`src/verilog/scb_pkg.sv`:
```
package scb_pkg;

  // Open-drain pin drive: out is always low, oe pulls the wire
  typedef struct packed {
    logic out;
    logic oe;
  } scb_od_t;

  // Synchronised view of the upstream bus
  typedef struct packed {
    logic scl;
    logic sda;
  } scb_bus_t;

  typedef enum logic [3:0] {
    S_IDLE, S_ADDR, S_AACK, S_PTR, S_PACK, S_WDATA, S_WACK, S_RDATA, S_RACK, S_FWD, S_IGN
  } scb_state_t;

  localparam int         STRAP_W      = 3;
  localparam int         ADDR_W       = 7;
  localparam int         BYTE_W       = 8;
  localparam int         REG_N        = 4;
  localparam logic [6:0] STRAP_BASE   = 7'h0c;
  localparam logic [6:0] STRAP_STEP   = 7'h02;
  localparam logic [2:0] STRAP_SETTLE = 3'h4;
  localparam logic [3:0] BIT_LAST     = 4'h7;
  localparam logic [3:0] BIT_ACK      = 4'h8;

  // Register offsets on the serial bus, and the register reset value
  localparam logic [7:0] REG_ID       = 8'h00;
  localparam logic [7:0] REG_ALIAS    = 8'h08;
  localparam logic [7:0] REG_TARGET   = 8'h09;
  localparam logic [7:0] REG_FWD      = 8'h0a;
  localparam logic [7:0] REG_RESET    = 8'h00;

  // Register indexes
  localparam logic [1:0] IX_ID        = 2'h0;
  localparam logic [1:0] IX_ALIAS     = 2'h1;
  localparam logic [1:0] IX_TARGET    = 2'h2;
  localparam logic [1:0] IX_FWD       = 2'h3;

  localparam int         ID_SEL_BIT   = 0;
  localparam int         FWD_EN_BIT   = 0;

endpackage

```
`src/verilog/scb_sync.sv`:
```
module scb_sync #(
  parameter int WIDTH = 1
) (
  input  wire logic             clk,
  input  wire logic             rst,
  input  wire logic [WIDTH-1:0] din,
  output      logic [WIDTH-1:0] dout
);
  logic [WIDTH-1:0] stage;

  // Two-flop synchroniser, pins idle high
  always_ff @(posedge clk or posedge rst) begin
    if (rst) begin
      stage <= '1;
      dout  <= '1;
    end else begin
      stage <= din;
      dout  <= stage;
    end
  end
endmodule

```
`src/verilog/scb_serial_control_bus_slave.sv`:
```
// Overview of operation
// - Own bus address comes from the strap pin, one of eight choices.
// - Strap levels map upward to even addresses 0x0C..0x1A; 8-bit form up to 0x34.
// - Matching address is acknowledged by pulling data low in the ack bit.
// - With forwarding off, a mismatching address gets no ack, data released, rest of transfer ignored.
// - Every write data byte received is acknowledged.
// - Read continues while master acks; master nack then stop releases the bus.
// - Transfers open with start, close with stop; both reset transfer state.
// - Bus lines are open-drain: only pull low or release.
// - With forwarding on, traffic passes transparently to the downstream bus.
// - An alias address is rewritten to a target address downstream.
// - Works with bus pins unconnected, using strap and defaults only.
// - Register 0x00 bit 0 selects programmed bits 7:1 over the strap.
module scb_serial_control_bus_slave
  import scb_pkg::*;
(
  input  wire logic                   clk,
  input  wire logic                   rst,
  input  wire logic [STRAP_W-1:0]     addressSelectStrap,
  input  wire logic                   hostSclIn,
  input  wire logic                   hostSdaIn,
  output      scb_pkg::scb_od_t       hostScl,
  output      scb_pkg::scb_od_t       hostSda,
  input  wire logic                   dsSdaIn,
  output      scb_pkg::scb_od_t       dsScl,
  output      scb_pkg::scb_od_t       dsSda,
  output      logic [ADDR_W-1:0]      slaveAddr,
  output      logic                   busy
);
  import scb_pkg::*;

  scb_bus_t             bus;
  scb_bus_t             busPrev;
  logic                 dsSdaS;
  logic [STRAP_W-1:0]   strapS;
  logic [STRAP_W-1:0]   strapLevel;
  logic [2:0]           strapCnt;
  logic                 strapDone;
  logic [BYTE_W-1:0]    regs [REG_N];
  scb_state_t           state;
  logic [3:0]           bitCnt;
  logic [BYTE_W-1:0]    shiftIn;
  logic [BYTE_W-1:0]    txByte;
  logic [BYTE_W-1:0]    ptr;
  logic                 slaveOe;
  logic                 ackPhase;
  logic                 masterAck;
  logic                 aliasPre;
  logic                 fwdRw;
  logic                 fwdInAddr;
  logic                 fwdSlave;
  logic                 sclRise;
  logic                 sclFall;
  logic                 startDet;
  logic                 stopDet;
  logic                 fwdEn;
  logic                 dsBit;
  logic [ADDR_W-1:0]    strapAddr;
  logic [BYTE_W-1:0]    fullByte;
  logic [2:0]           bitIx;
  logic [2:0]           ptrIdx;
  logic [1:0]           dsOeHist;

  // Register offset decode, used by reads and writes
  function automatic logic [2:0] regIdx(input logic [BYTE_W-1:0] off);
    case (off)
      REG_ID:     regIdx = {1'b1, IX_ID};
      REG_ALIAS:  regIdx = {1'b1, IX_ALIAS};
      REG_TARGET: regIdx = {1'b1, IX_TARGET};
      REG_FWD:    regIdx = {1'b1, IX_FWD};
      default:    regIdx = 3'h0;
    endcase
  endfunction

  scb_sync #(.WIDTH(3)) uSyncBus (
    .clk  (clk),
    .rst  (rst),
    .din  ({hostSclIn, hostSdaIn, dsSdaIn}),
    .dout ({bus.scl, bus.sda, dsSdaS})
  );

  scb_sync #(.WIDTH(STRAP_W)) uSyncStrap (
    .clk  (clk),
    .rst  (rst),
    .din  (addressSelectStrap),
    .dout (strapS)
  );

  always_ff @(posedge clk or posedge rst) begin
    if (rst) begin
      busPrev <= '1;
    end else begin
      busPrev <= bus;
    end
  end

  assign sclRise  = bus.scl && !busPrev.scl;
  assign sclFall  = !bus.scl && busPrev.scl;
  assign startDet = bus.scl && busPrev.scl && busPrev.sda && !bus.sda;
  assign stopDet  = bus.scl && busPrev.scl && !busPrev.sda && bus.sda;
  assign fullByte = {shiftIn[BYTE_W-2:0], bus.sda};
  assign bitIx    = 3'(BIT_LAST - bitCnt);
  assign fwdEn    = regs[IX_FWD][FWD_EN_BIT];
  assign ptrIdx   = regIdx(ptr);

  // Strap captured once after settling, held until reset
  always_ff @(posedge clk or posedge rst) begin
    if (rst) begin
      strapCnt   <= '0;
      strapDone  <= 1'b0;
      strapLevel <= '0;
    end else if (!strapDone) begin
      strapCnt <= strapCnt + 3'h1;
      if (strapCnt == STRAP_SETTLE) begin
        strapLevel <= strapS;
        strapDone  <= 1'b1;
      end
    end
  end

  assign strapAddr = STRAP_BASE + 7'(strapLevel) * STRAP_STEP;

  always_ff @(posedge clk or posedge rst) begin
    if (rst) begin
      slaveAddr <= STRAP_BASE;
    end else if (regs[IX_ID][ID_SEL_BIT]) begin
      slaveAddr <= regs[IX_ID][BYTE_W-1:1];
    end else begin
      slaveAddr <= strapAddr;
    end
  end

  // Transfer state machine
  always_ff @(posedge clk or posedge rst) begin
    if (rst) begin
      state     <= S_IDLE;
      bitCnt    <= '0;
      shiftIn   <= '0;
      txByte    <= '0;
      ptr       <= '0;
      slaveOe   <= 1'b0;
      ackPhase  <= 1'b0;
      masterAck <= 1'b0;
      aliasPre  <= 1'b1;
      fwdRw     <= 1'b0;
      fwdInAddr <= 1'b0;
      for (int i = 0; i < REG_N; i++) begin
        regs[i] <= REG_RESET;
      end
    end else if (startDet) begin
      state     <= S_ADDR;
      bitCnt    <= '0;
      slaveOe   <= 1'b0;
      ackPhase  <= 1'b0;
      aliasPre  <= 1'b1;
      fwdInAddr <= 1'b1;
    end else if (stopDet) begin
      state   <= S_IDLE;
      bitCnt  <= '0;
      slaveOe <= 1'b0;
    end else if (sclRise) begin
      shiftIn <= fullByte;
      case (state)
        S_ADDR: begin
          if (bitCnt < BIT_LAST) begin
            aliasPre <= aliasPre && (bus.sda == regs[IX_ALIAS][bitIx]);
          end
          bitCnt <= bitCnt + 4'h1;
          if (bitCnt == BIT_LAST) begin
            bitCnt <= BIT_ACK;
            fwdRw  <= bus.sda;
            if (shiftIn[ADDR_W-1:0] == slaveAddr) begin
              state <= S_AACK;
            end else if (fwdEn) begin
              state <= S_FWD;
            end else begin
              state <= S_IGN;
            end
          end
        end
        S_PTR, S_WDATA: begin
          bitCnt <= bitCnt + 4'h1;
          if (bitCnt == BIT_LAST) begin
            bitCnt <= '0;
            if (state == S_PTR) begin
              ptr   <= fullByte;
              state <= S_PACK;
            end else begin
              if (ptrIdx[2]) begin
                regs[ptrIdx[1:0]] <= fullByte;
              end
              ptr   <= ptr + 8'h01;
              state <= S_WACK;
            end
          end
        end
        S_RDATA: begin
          bitCnt <= bitCnt + 4'h1;
          if (bitCnt == BIT_LAST) begin
            state <= S_RACK;
          end
        end
        S_RACK: begin
          masterAck <= !bus.sda;
          ackPhase  <= 1'b1;
        end
        S_FWD: begin
          if (bitCnt == BIT_ACK) begin
            bitCnt    <= '0;
            fwdInAddr <= 1'b0;
          end else begin
            bitCnt <= bitCnt + 4'h1;
          end
        end
        default: begin
          bitCnt <= bitCnt;
        end
      endcase
    end else if (sclFall) begin
      case (state)
        S_AACK, S_PACK, S_WACK: begin
          if (!ackPhase) begin
            slaveOe  <= 1'b1;
            ackPhase <= 1'b1;
          end else begin
            ackPhase <= 1'b0;
            bitCnt   <= '0;
            if (state == S_AACK && fwdRw) begin
              txByte  <= ptrIdx[2] ? regs[ptrIdx[1:0]] : REG_RESET;
              slaveOe <= !(ptrIdx[2] && regs[ptrIdx[1:0]][BYTE_W-1]);
              ptr     <= ptr + 8'h01;
              state   <= S_RDATA;
            end else begin
              slaveOe <= 1'b0;
              state   <= (state == S_AACK) ? S_PTR : S_WDATA;
            end
          end
        end
        S_RDATA: begin
          slaveOe <= !txByte[bitIx];
        end
        S_RACK: begin
          if (!ackPhase) begin
            slaveOe <= 1'b0;
          end else if (masterAck) begin
            ackPhase <= 1'b0;
            bitCnt   <= '0;
            txByte   <= ptrIdx[2] ? regs[ptrIdx[1:0]] : REG_RESET;
            slaveOe  <= !(ptrIdx[2] && regs[ptrIdx[1:0]][BYTE_W-1]);
            ptr      <= ptr + 8'h01;
            state    <= S_RDATA;
          end else begin
            ackPhase <= 1'b0;
            slaveOe  <= 1'b0;
            state    <= S_IGN;
          end
        end
        default: begin
          slaveOe <= 1'b0;
        end
      endcase
    end
  end

  // Direction of a forwarded bit, updated while the clock is low
  always_ff @(posedge clk or posedge rst) begin
    if (rst) begin
      fwdSlave <= 1'b0;
    end else if (startDet || stopDet || state != S_FWD) begin
      fwdSlave <= 1'b0;
    end else if (sclFall) begin
      fwdSlave <= (bitCnt == BIT_ACK) ? (fwdInAddr || !fwdRw) : (fwdRw && !fwdInAddr);
    end
  end

  // Alias rewrite of the address bits sent downstream
  always_comb begin
    dsBit = bus.sda;
    if (state == S_ADDR && bitCnt < BIT_LAST && aliasPre && bus.sda == regs[IX_ALIAS][bitIx]) begin
      dsBit = regs[IX_TARGET][bitIx];
    end
  end

  // Own downstream drive history, masks its echo in the relay
  always_ff @(posedge clk or posedge rst) begin
    if (rst) begin
      dsOeHist <= '0;
    end else begin
      dsOeHist <= {dsOeHist[0], dsSda.oe};
    end
  end

  // Open-drain pin drives, low or released only
  always_ff @(posedge clk or posedge rst) begin
    if (rst) begin
      hostScl <= '0;
      hostSda <= '0;
      dsScl   <= '0;
      dsSda   <= '0;
    end else begin
      hostScl.out <= 1'b0;
      hostScl.oe  <= 1'b0;
      hostSda.out <= 1'b0;
      hostSda.oe  <= slaveOe || (fwdSlave && !dsSda.oe && dsOeHist == 2'h0 && !dsSdaS);
      dsScl.out   <= 1'b0;
      dsScl.oe    <= fwdEn && !bus.scl;
      dsSda.out   <= 1'b0;
      dsSda.oe    <= fwdEn && !fwdSlave && !dsBit;
    end
  end

  always_ff @(posedge clk or posedge rst) begin
    if (rst) begin
      busy <= 1'b0;
    end else begin
      busy <= (state != S_IDLE);
    end
  end

endmodule

```
`config.mk`:
```
export PLATFORM = sky130hd
export DESIGN_NAME = scb_serial_control_bus_slave
export DESIGN_NICKNAME = d
export VERILOG_FILES = /design/src/verilog/scb_pkg.sv /design/src/verilog/scb_sync.sv /design/src/verilog/scb_serial_control_bus_slave.sv
export SDC_FILE = /design/constraint.sdc
export NUM_CORES = 1
export LEC_CHECK = 0
export BUFFER_PORTS_ARGS = -buffer_cell sky130_fd_sc_hd__buf_2
export CELL_PAD_IN_SITES_DETAIL_PLACEMENT = 0
export CELL_PAD_IN_SITES_GLOBAL_PLACEMENT = 1
export CORE_UTILIZATION = 49
export DETAILED_ROUTE_END_ITERATION = 7
export GPL_ROUTABILITY_DRIVEN = 0
export PLACE_DENSITY = 0.8
export SYNTH_ARGS = -nofsm -noshare
export SYNTH_HDL_FRONTEND = slang
export SYNTH_SLANG_ARGS = --single-unit
```
`constraint.sdc`:
```
create_clock -name clk -period 3.71 [get_ports clk]
set_input_delay 0.742 -clock clk [delete_from_list [all_inputs] [get_ports clk]]
set_output_delay 0.742 -clock clk [all_outputs]
set_load 0.02 [all_outputs]
```
Yosys cells after proc, flatten, opt, wreduce, memory -nomap -nowiden
Index checks and enable logic that the tools add are counted.
W data, S select, Z words.
{"block": "totals", "ff_bits": 104, "in_bits": 8, "out_inout_bits": 16, "word_cells": 245}
{"block": "classes", "add_sub_neg": 5, "n_lt_le_gt_ge": 4, "eq_ne": 39, "muxes": 91, "bitwise": 6, "n_reduce_logical": 69}
{"operator": "$mux W8", "count": 17}
{"operator": "$mux W4", "count": 21}
{"operator": "$mux W1", "count": 33}
{"operator": "$bwmux W32", "count": 1}
{"operator": "$pmux W8 S2", "count": 2}
{"operator": "$ne A5 B5 Y1 const B", "count": 6}
{"operator": "$eq A8 B4 Y1 const B", "count": 3}
{"operator": "$logic_and A1 B1 Y1", "count": 21}
{"operator": "$eq A4 B3 Y1 const B", "count": 5}
{"operator": "$bmux W8 S2", "count": 1}
{"operator": "$demux W8 S2", "count": 1}
{"operator": "$pmux W4 S2", "count": 2}
{"operator": "$pmux W4 S4", "count": 1}
{"operator": "$reduce_and A4 Y1", "count": 4}
{"operator": "$reduce_bool A2 Y1", "count": 8}
{"operator": "$eq A4 B4 Y1 const B", "count": 3}
{"operator": "$logic_not A1 Y1", "count": 12}
{"operator": "$ne A3 B3 Y1 const B", "count": 4}
{"operator": "$pmux W3 S4", "count": 1}
{"operator": "$pmux W4 S3", "count": 1}
{"operator": "$reduce_bool A3 Y1", "count": 4}
{"operator": "$ne A2 B2 Y1 const B", "count": 5}
{"operator": "$reduce_and A10 Y1", "count": 1}
{"operator": "$bmux W1 S3", "count": 3}
{"operator": "other kinds (40)", "count": 54}

Depth between registers and ports, before layout
{"block": "logic_depth", "word_depth": 15, "depth_mapped": 9}

Hierarchy
From an unflattened synthesis, not the netlist that was laid out.
{"block": "unflattened", "cells_unflattened": 486, "hier_area_um2": 5397.7}
{"mod": "scb_serial_control_bus_slave", "instances": 1, "cells_per_inst": 472, "area_each_um2": 5074.9}
{"mod": "scb_sync", "instances": 2, "cells_per_inst": 7, "area_each_um2": 161.4}

Worst setup path before layout
No wires, ideal clock.
{"block": "synth_timing", "path_kind": "register to register", "startpoint": "register busPrev[1] in the netlist's numbering", "endpoint": "register ptr[0]", "setup_ns": 0.131, "t_arrival_ns": 2.061, "slack_ns": 1.518, "stages_incl_launch_ff": 10, "cell_sequence": "dfstp_2 inv_1 ha_1 clkbuf_1 nand2b_1 a2111oi_0 o21bai_1 and2_1 buf_2 o211ai_1"}
{"block": "synth_between", "elab_chain_cells": 5, "elab_cells_between_ends": 20, "classes_between": "6 x eq/ne; 1 x mux; 2 x bitwise; 11 x reduce/logical"}
{"element": "start: declaration", "line": "scb_serial_control_bus_slave.sv:33", "source": "scb_bus_t busPrev;"}
{"element": "start signal: assignment", "line": "scb_serial_control_bus_slave.sv:93", "source": "busPrev <= bus;"}
{"element": "branches (longest 5 deep; another with $reduce_and A10 Y1)"}
{"element": "end signal: assignment", "line": "scb_serial_control_bus_slave.sv:186", "source": "ptr <= fullByte;"}
{"element": "end signal: assignment", "line": "scb_serial_control_bus_slave.sv:192", "source": "ptr <= ptr + 8'h01;"}
{"element": "end signal: assignment", "line": "scb_serial_control_bus_slave.sv:231", "source": "ptr <= ptr + 8'h01;"}
{"element": "end: declaration", "line": "scb_serial_control_bus_slave.sv:44", "source": "logic [BYTE_W-1:0] ptr;"}
Parallel ways; which one is timed is not known.
A chain may end at the register's enable or synchronous reset.

Final worst setup path
Ends and elaborated chain as after synthesis.

==> summary.md <==
| Metric | Value |
|---|---|
| GR Util met3 | `0.0594` |
| Crit share post-route | `0.723` |
| Mean Syn Cell Area | `11.0 um^2` |
| Synth-to-Final Area Change | `6.57%` |
| R2R Path Start | `busPrev[1]` |
| Tmin final | `2680 ps` |
| CP Launch Type | `register` |
| CTS Buffer Depth | `2` |
| Via density | `6.00` |
| Initial antenna violation count | `0` |
| Setup TNS | `0 ps` |
| DP HPWL | `8.77 mm` |
| Number of buffers created by CTS | `9` |
| Maxcap violations | `0` |
| Via count | `3744` |
| Worst Skew | `11.1 ps` |
| Critical Path RT | `3980 ps` |
| # clock sinks | `104` |
| FP Rows | `37` |
| Register area share after synthesis | `0.501` |
| TritonRoute pass-1 iters | `6` |
| Reg-to-reg endpoint | `ptr[0]` |
| I/O pins | `24` |
| Skew-Pair Late Insertion Delay | `390 ps` |
| H-tree depth | `3` |
| Layout cell share with drive strength beyond 1 | `0.219` |
| PwrDens | `463 mW/mm^2` |
| #FFs+latches synth | `104` |
| Fin. max-slew vios | `0` |
| First-pass GRT wire length | `20.4 mm` |
| Core box area | `0.0103 mm^2` |
| Hold_sp | `uSyncStrap.stage[2]` |
| M2 GR Usage | `0.381` |
| Final setup fails | `0` |
| Post-Syn Instances | `477` |
| Most Crowded Layer GR | `met2` |
| Total global-route track usage | `0.242` |
| DRC viols | `0` |
| CP max FO | `19` |
| CTS resizes | `0` |
| GR Util met1 | `0.330` |
| Fin. Hold Viols | `0` |
| Top FF cell, synth | `dfrtp_1` |
| Die Area | `0.0111 mm^2` |
| R2R setup slack | `1030 ps` |
| Outcome | `complete, no violations` |
| Critical Path AT | `2950 ps` |
| Root Buffer | `clkbuf_8` |
| Synthesis Warnings | `0` |
| Number of synthesized flops with an enable pin | `0` |
| CP startpoint | `busPrev[1]` |
| Netlist Area Pre-Place | `0.00524 mm^2` |
| Post-CTS setup buffers | `0` |
| Final core utilization | `0.541` |
| Reg2Reg Depth | `8` |
| Post-Route WL | `12.1 mm` |
| Leakage power | `2.52 nW` |
| I/O Buffers | `18` |
| Ys async rst share | `1.00` |
| Hold Path Stages | `0` |
| Peak VDD IR | `270 uV` |
| CTS tree | `yes` |
| Critical path type | `register to register` |
| Clk slew on worst S/H paths | `100 ps` |
| RSZ-0062 raised after global routing | `false` |
| Antenna Nets Post-Route | `0` |
| Hold EP | `uSyncStrap.dout[2]` |
| Type of the tightest min-delay check | `register to register` |
| Grt total ovfl | `0` |
| Initial core utilization | `0.507` |
| Net count reported at finish | `503` |
| Cts hold-fix bufs | `0` |
| Cell variety after synth | `69` |
| Average wire per standard cell | `19.4 um` |
| Number of DRC markers in iteration 0 | `409` |
| Highest Clock Rate | `0.373 GHz` |
| DIE WIDTH | `105 um` |
| Vias in the first global route | `3710` |
| Worst Max-Slew Pin Slew | `959 ps` |
| Diodes inserted | `0` |
| Largest net degree at the start of global routing | `74` |
| Crit end category | `register` |
| Rel. slew slack | `0.359` |
| Height of the die | `105 um` |
[power breakdown]
part	switching (mW)	leakage (nW)	internal, mW
Clock	0.411	0.0948	0.271
Sequential	0.182	1.34	1.22
Combinational	0.319	1.09	0.181
Total	0.913	2.52	1.67
[how the worst max path moves through the flow]
stage | endpoint | slack [ps] | cells after the start
after floorplan | ackPhase | 260 | 1
after global placement | ptr[0] | 1070 | 8
after detailed placement | regs[15] | 1050 | 5
after CTS | ptr[7] | 1030 | 8
after global routing | ptr[0] | 800 | 8
final | ptr[0] | 1030 | 8
[per-stage QoR]
stage / total power [mW] / setup WS [ps] / hold slack (ps) / instance area [um^2] / std cells
CTS: 2.59 / 1030 / 362 / 5580 / 624
floorplan: 1.77 / 264 / 345 / 5250 / 481
finish: 2.59 / 1030 / 361 / 5580 / 624
global placement: 1.91 / 1070 / 346 / 5400 / 608
detailed placement: 1.92 / 1050 / 348 / 5400 / 608
global route: 2.73 / 801 / 366 / 5580 / 624
[critical path, cell delays in order, from the launching register on]
cell	delay, ps
dfstp_2	560
inv_1	50
ha_1	360
nand2b_1	240
a2111oi_0	490
o21bai_1	220
buf_4	210
and2_1	330
o211ai_1	120
[area by class of cell]
cell class	count	area (um^2)
clock buffers	10	138
clock inverters	6	50.0
fillers	897	4740
inverters	21	81.3
multi-input cells	326	2410
flip-flops and latches	104	2620
well taps	136	170
repair buffers	21	113
[cell usage after synthesis (all sizes together) (6+ instances only)]
cell / count / area, um^2
nor2: 10 / 37.5
and2: 7 / 43.8
a31oi: 11 / 68.8
a21oi: 18 / 90.1
dfstp: 17 / 447
a2bb2oi: 7 / 61.3
ha: 12 / 150
nand2b: 8 / 50.1
mux2: 38 / 428
buf: 12 / 76.3
nand2: 52 / 195
nand3: 16 / 85.1
mux4: 6 / 135
inv: 21 / 78.8
dfrtp: 87 / 2180
nor4: 7 / 71.3
xor2: 8 / 70.1
clkbuf: 18 / 67.6
a222oi: 7 / 70.1
nor2b: 7 / 43.8
o21ai: 24 / 120
[per-layer routing]
layer	up-vias	share of wire
li1	1739	-
met1	1860	0.44
met2	122	0.46
met3	23	0.067
met4	0	0.024
met5	-	0
[state kept, by name, indices dropped and copies added, names as in the netlist, 2 cells and up]
| name | cells |
|---|---|
| strapLevel | 3 |
| uSyncStrap.stage | 3 |
| txByte | 8 |
| state | 4 |
| bitCnt | 4 |
| strapCnt | 3 |
| uSyncBus.dout | 3 |
| ptr | 8 |
| busPrev | 2 |
| slaveAddr | 7 |
| dsOeHist | 2 |
| shiftIn | 7 |
| uSyncBus.stage | 3 |
| regs | 31 |
| uSyncStrap.dout | 3 |
[cells by family after synthesis]
| family | Yosys count | synth area share |
|---|---|---|
| buffers and inverters | 51 | 0.0425 |
| AO/OA/AOI/OAI | 108 | 0.143 |
| multiplexers | 49 | 0.117 |
| flip-flops | 104 | 0.501 |
| XOR/XNOR | 13 | 0.0217 |
| AND/OR/NAND/NOR | 139 | 0.145 |
| other | 1 | 0.000716 |
| adder cells (fa/ha/maj) | 12 | 0.0287 |
[placed cells by master, fill, tap and decap left out, drive strengths merged, types with 3 or more instances in the layout]
master / n
mux2: 38
clkbuf: 10
nand3b: 4
and3: 4
dfrtp: 87
a2bb2oi: 7
ha: 12
a222oi: 7
mux4: 6
nor4: 7
nor3: 5
dfstp: 17
a31oi: 11
o21bai: 3
nor2: 10
nand2b: 8
o21ai: 24
inv: 23
xor2: 8
mux2i: 5
and2: 7
nand2: 52
xnor2: 5
a21o: 5
nand3: 16
nor2b: 7
buf: 21
clkinv: 3
or2: 3
conb: 5
a21oi: 18
nand4: 4
o21a: 3
No activity file was read; power rests on OpenSTA's default activity.
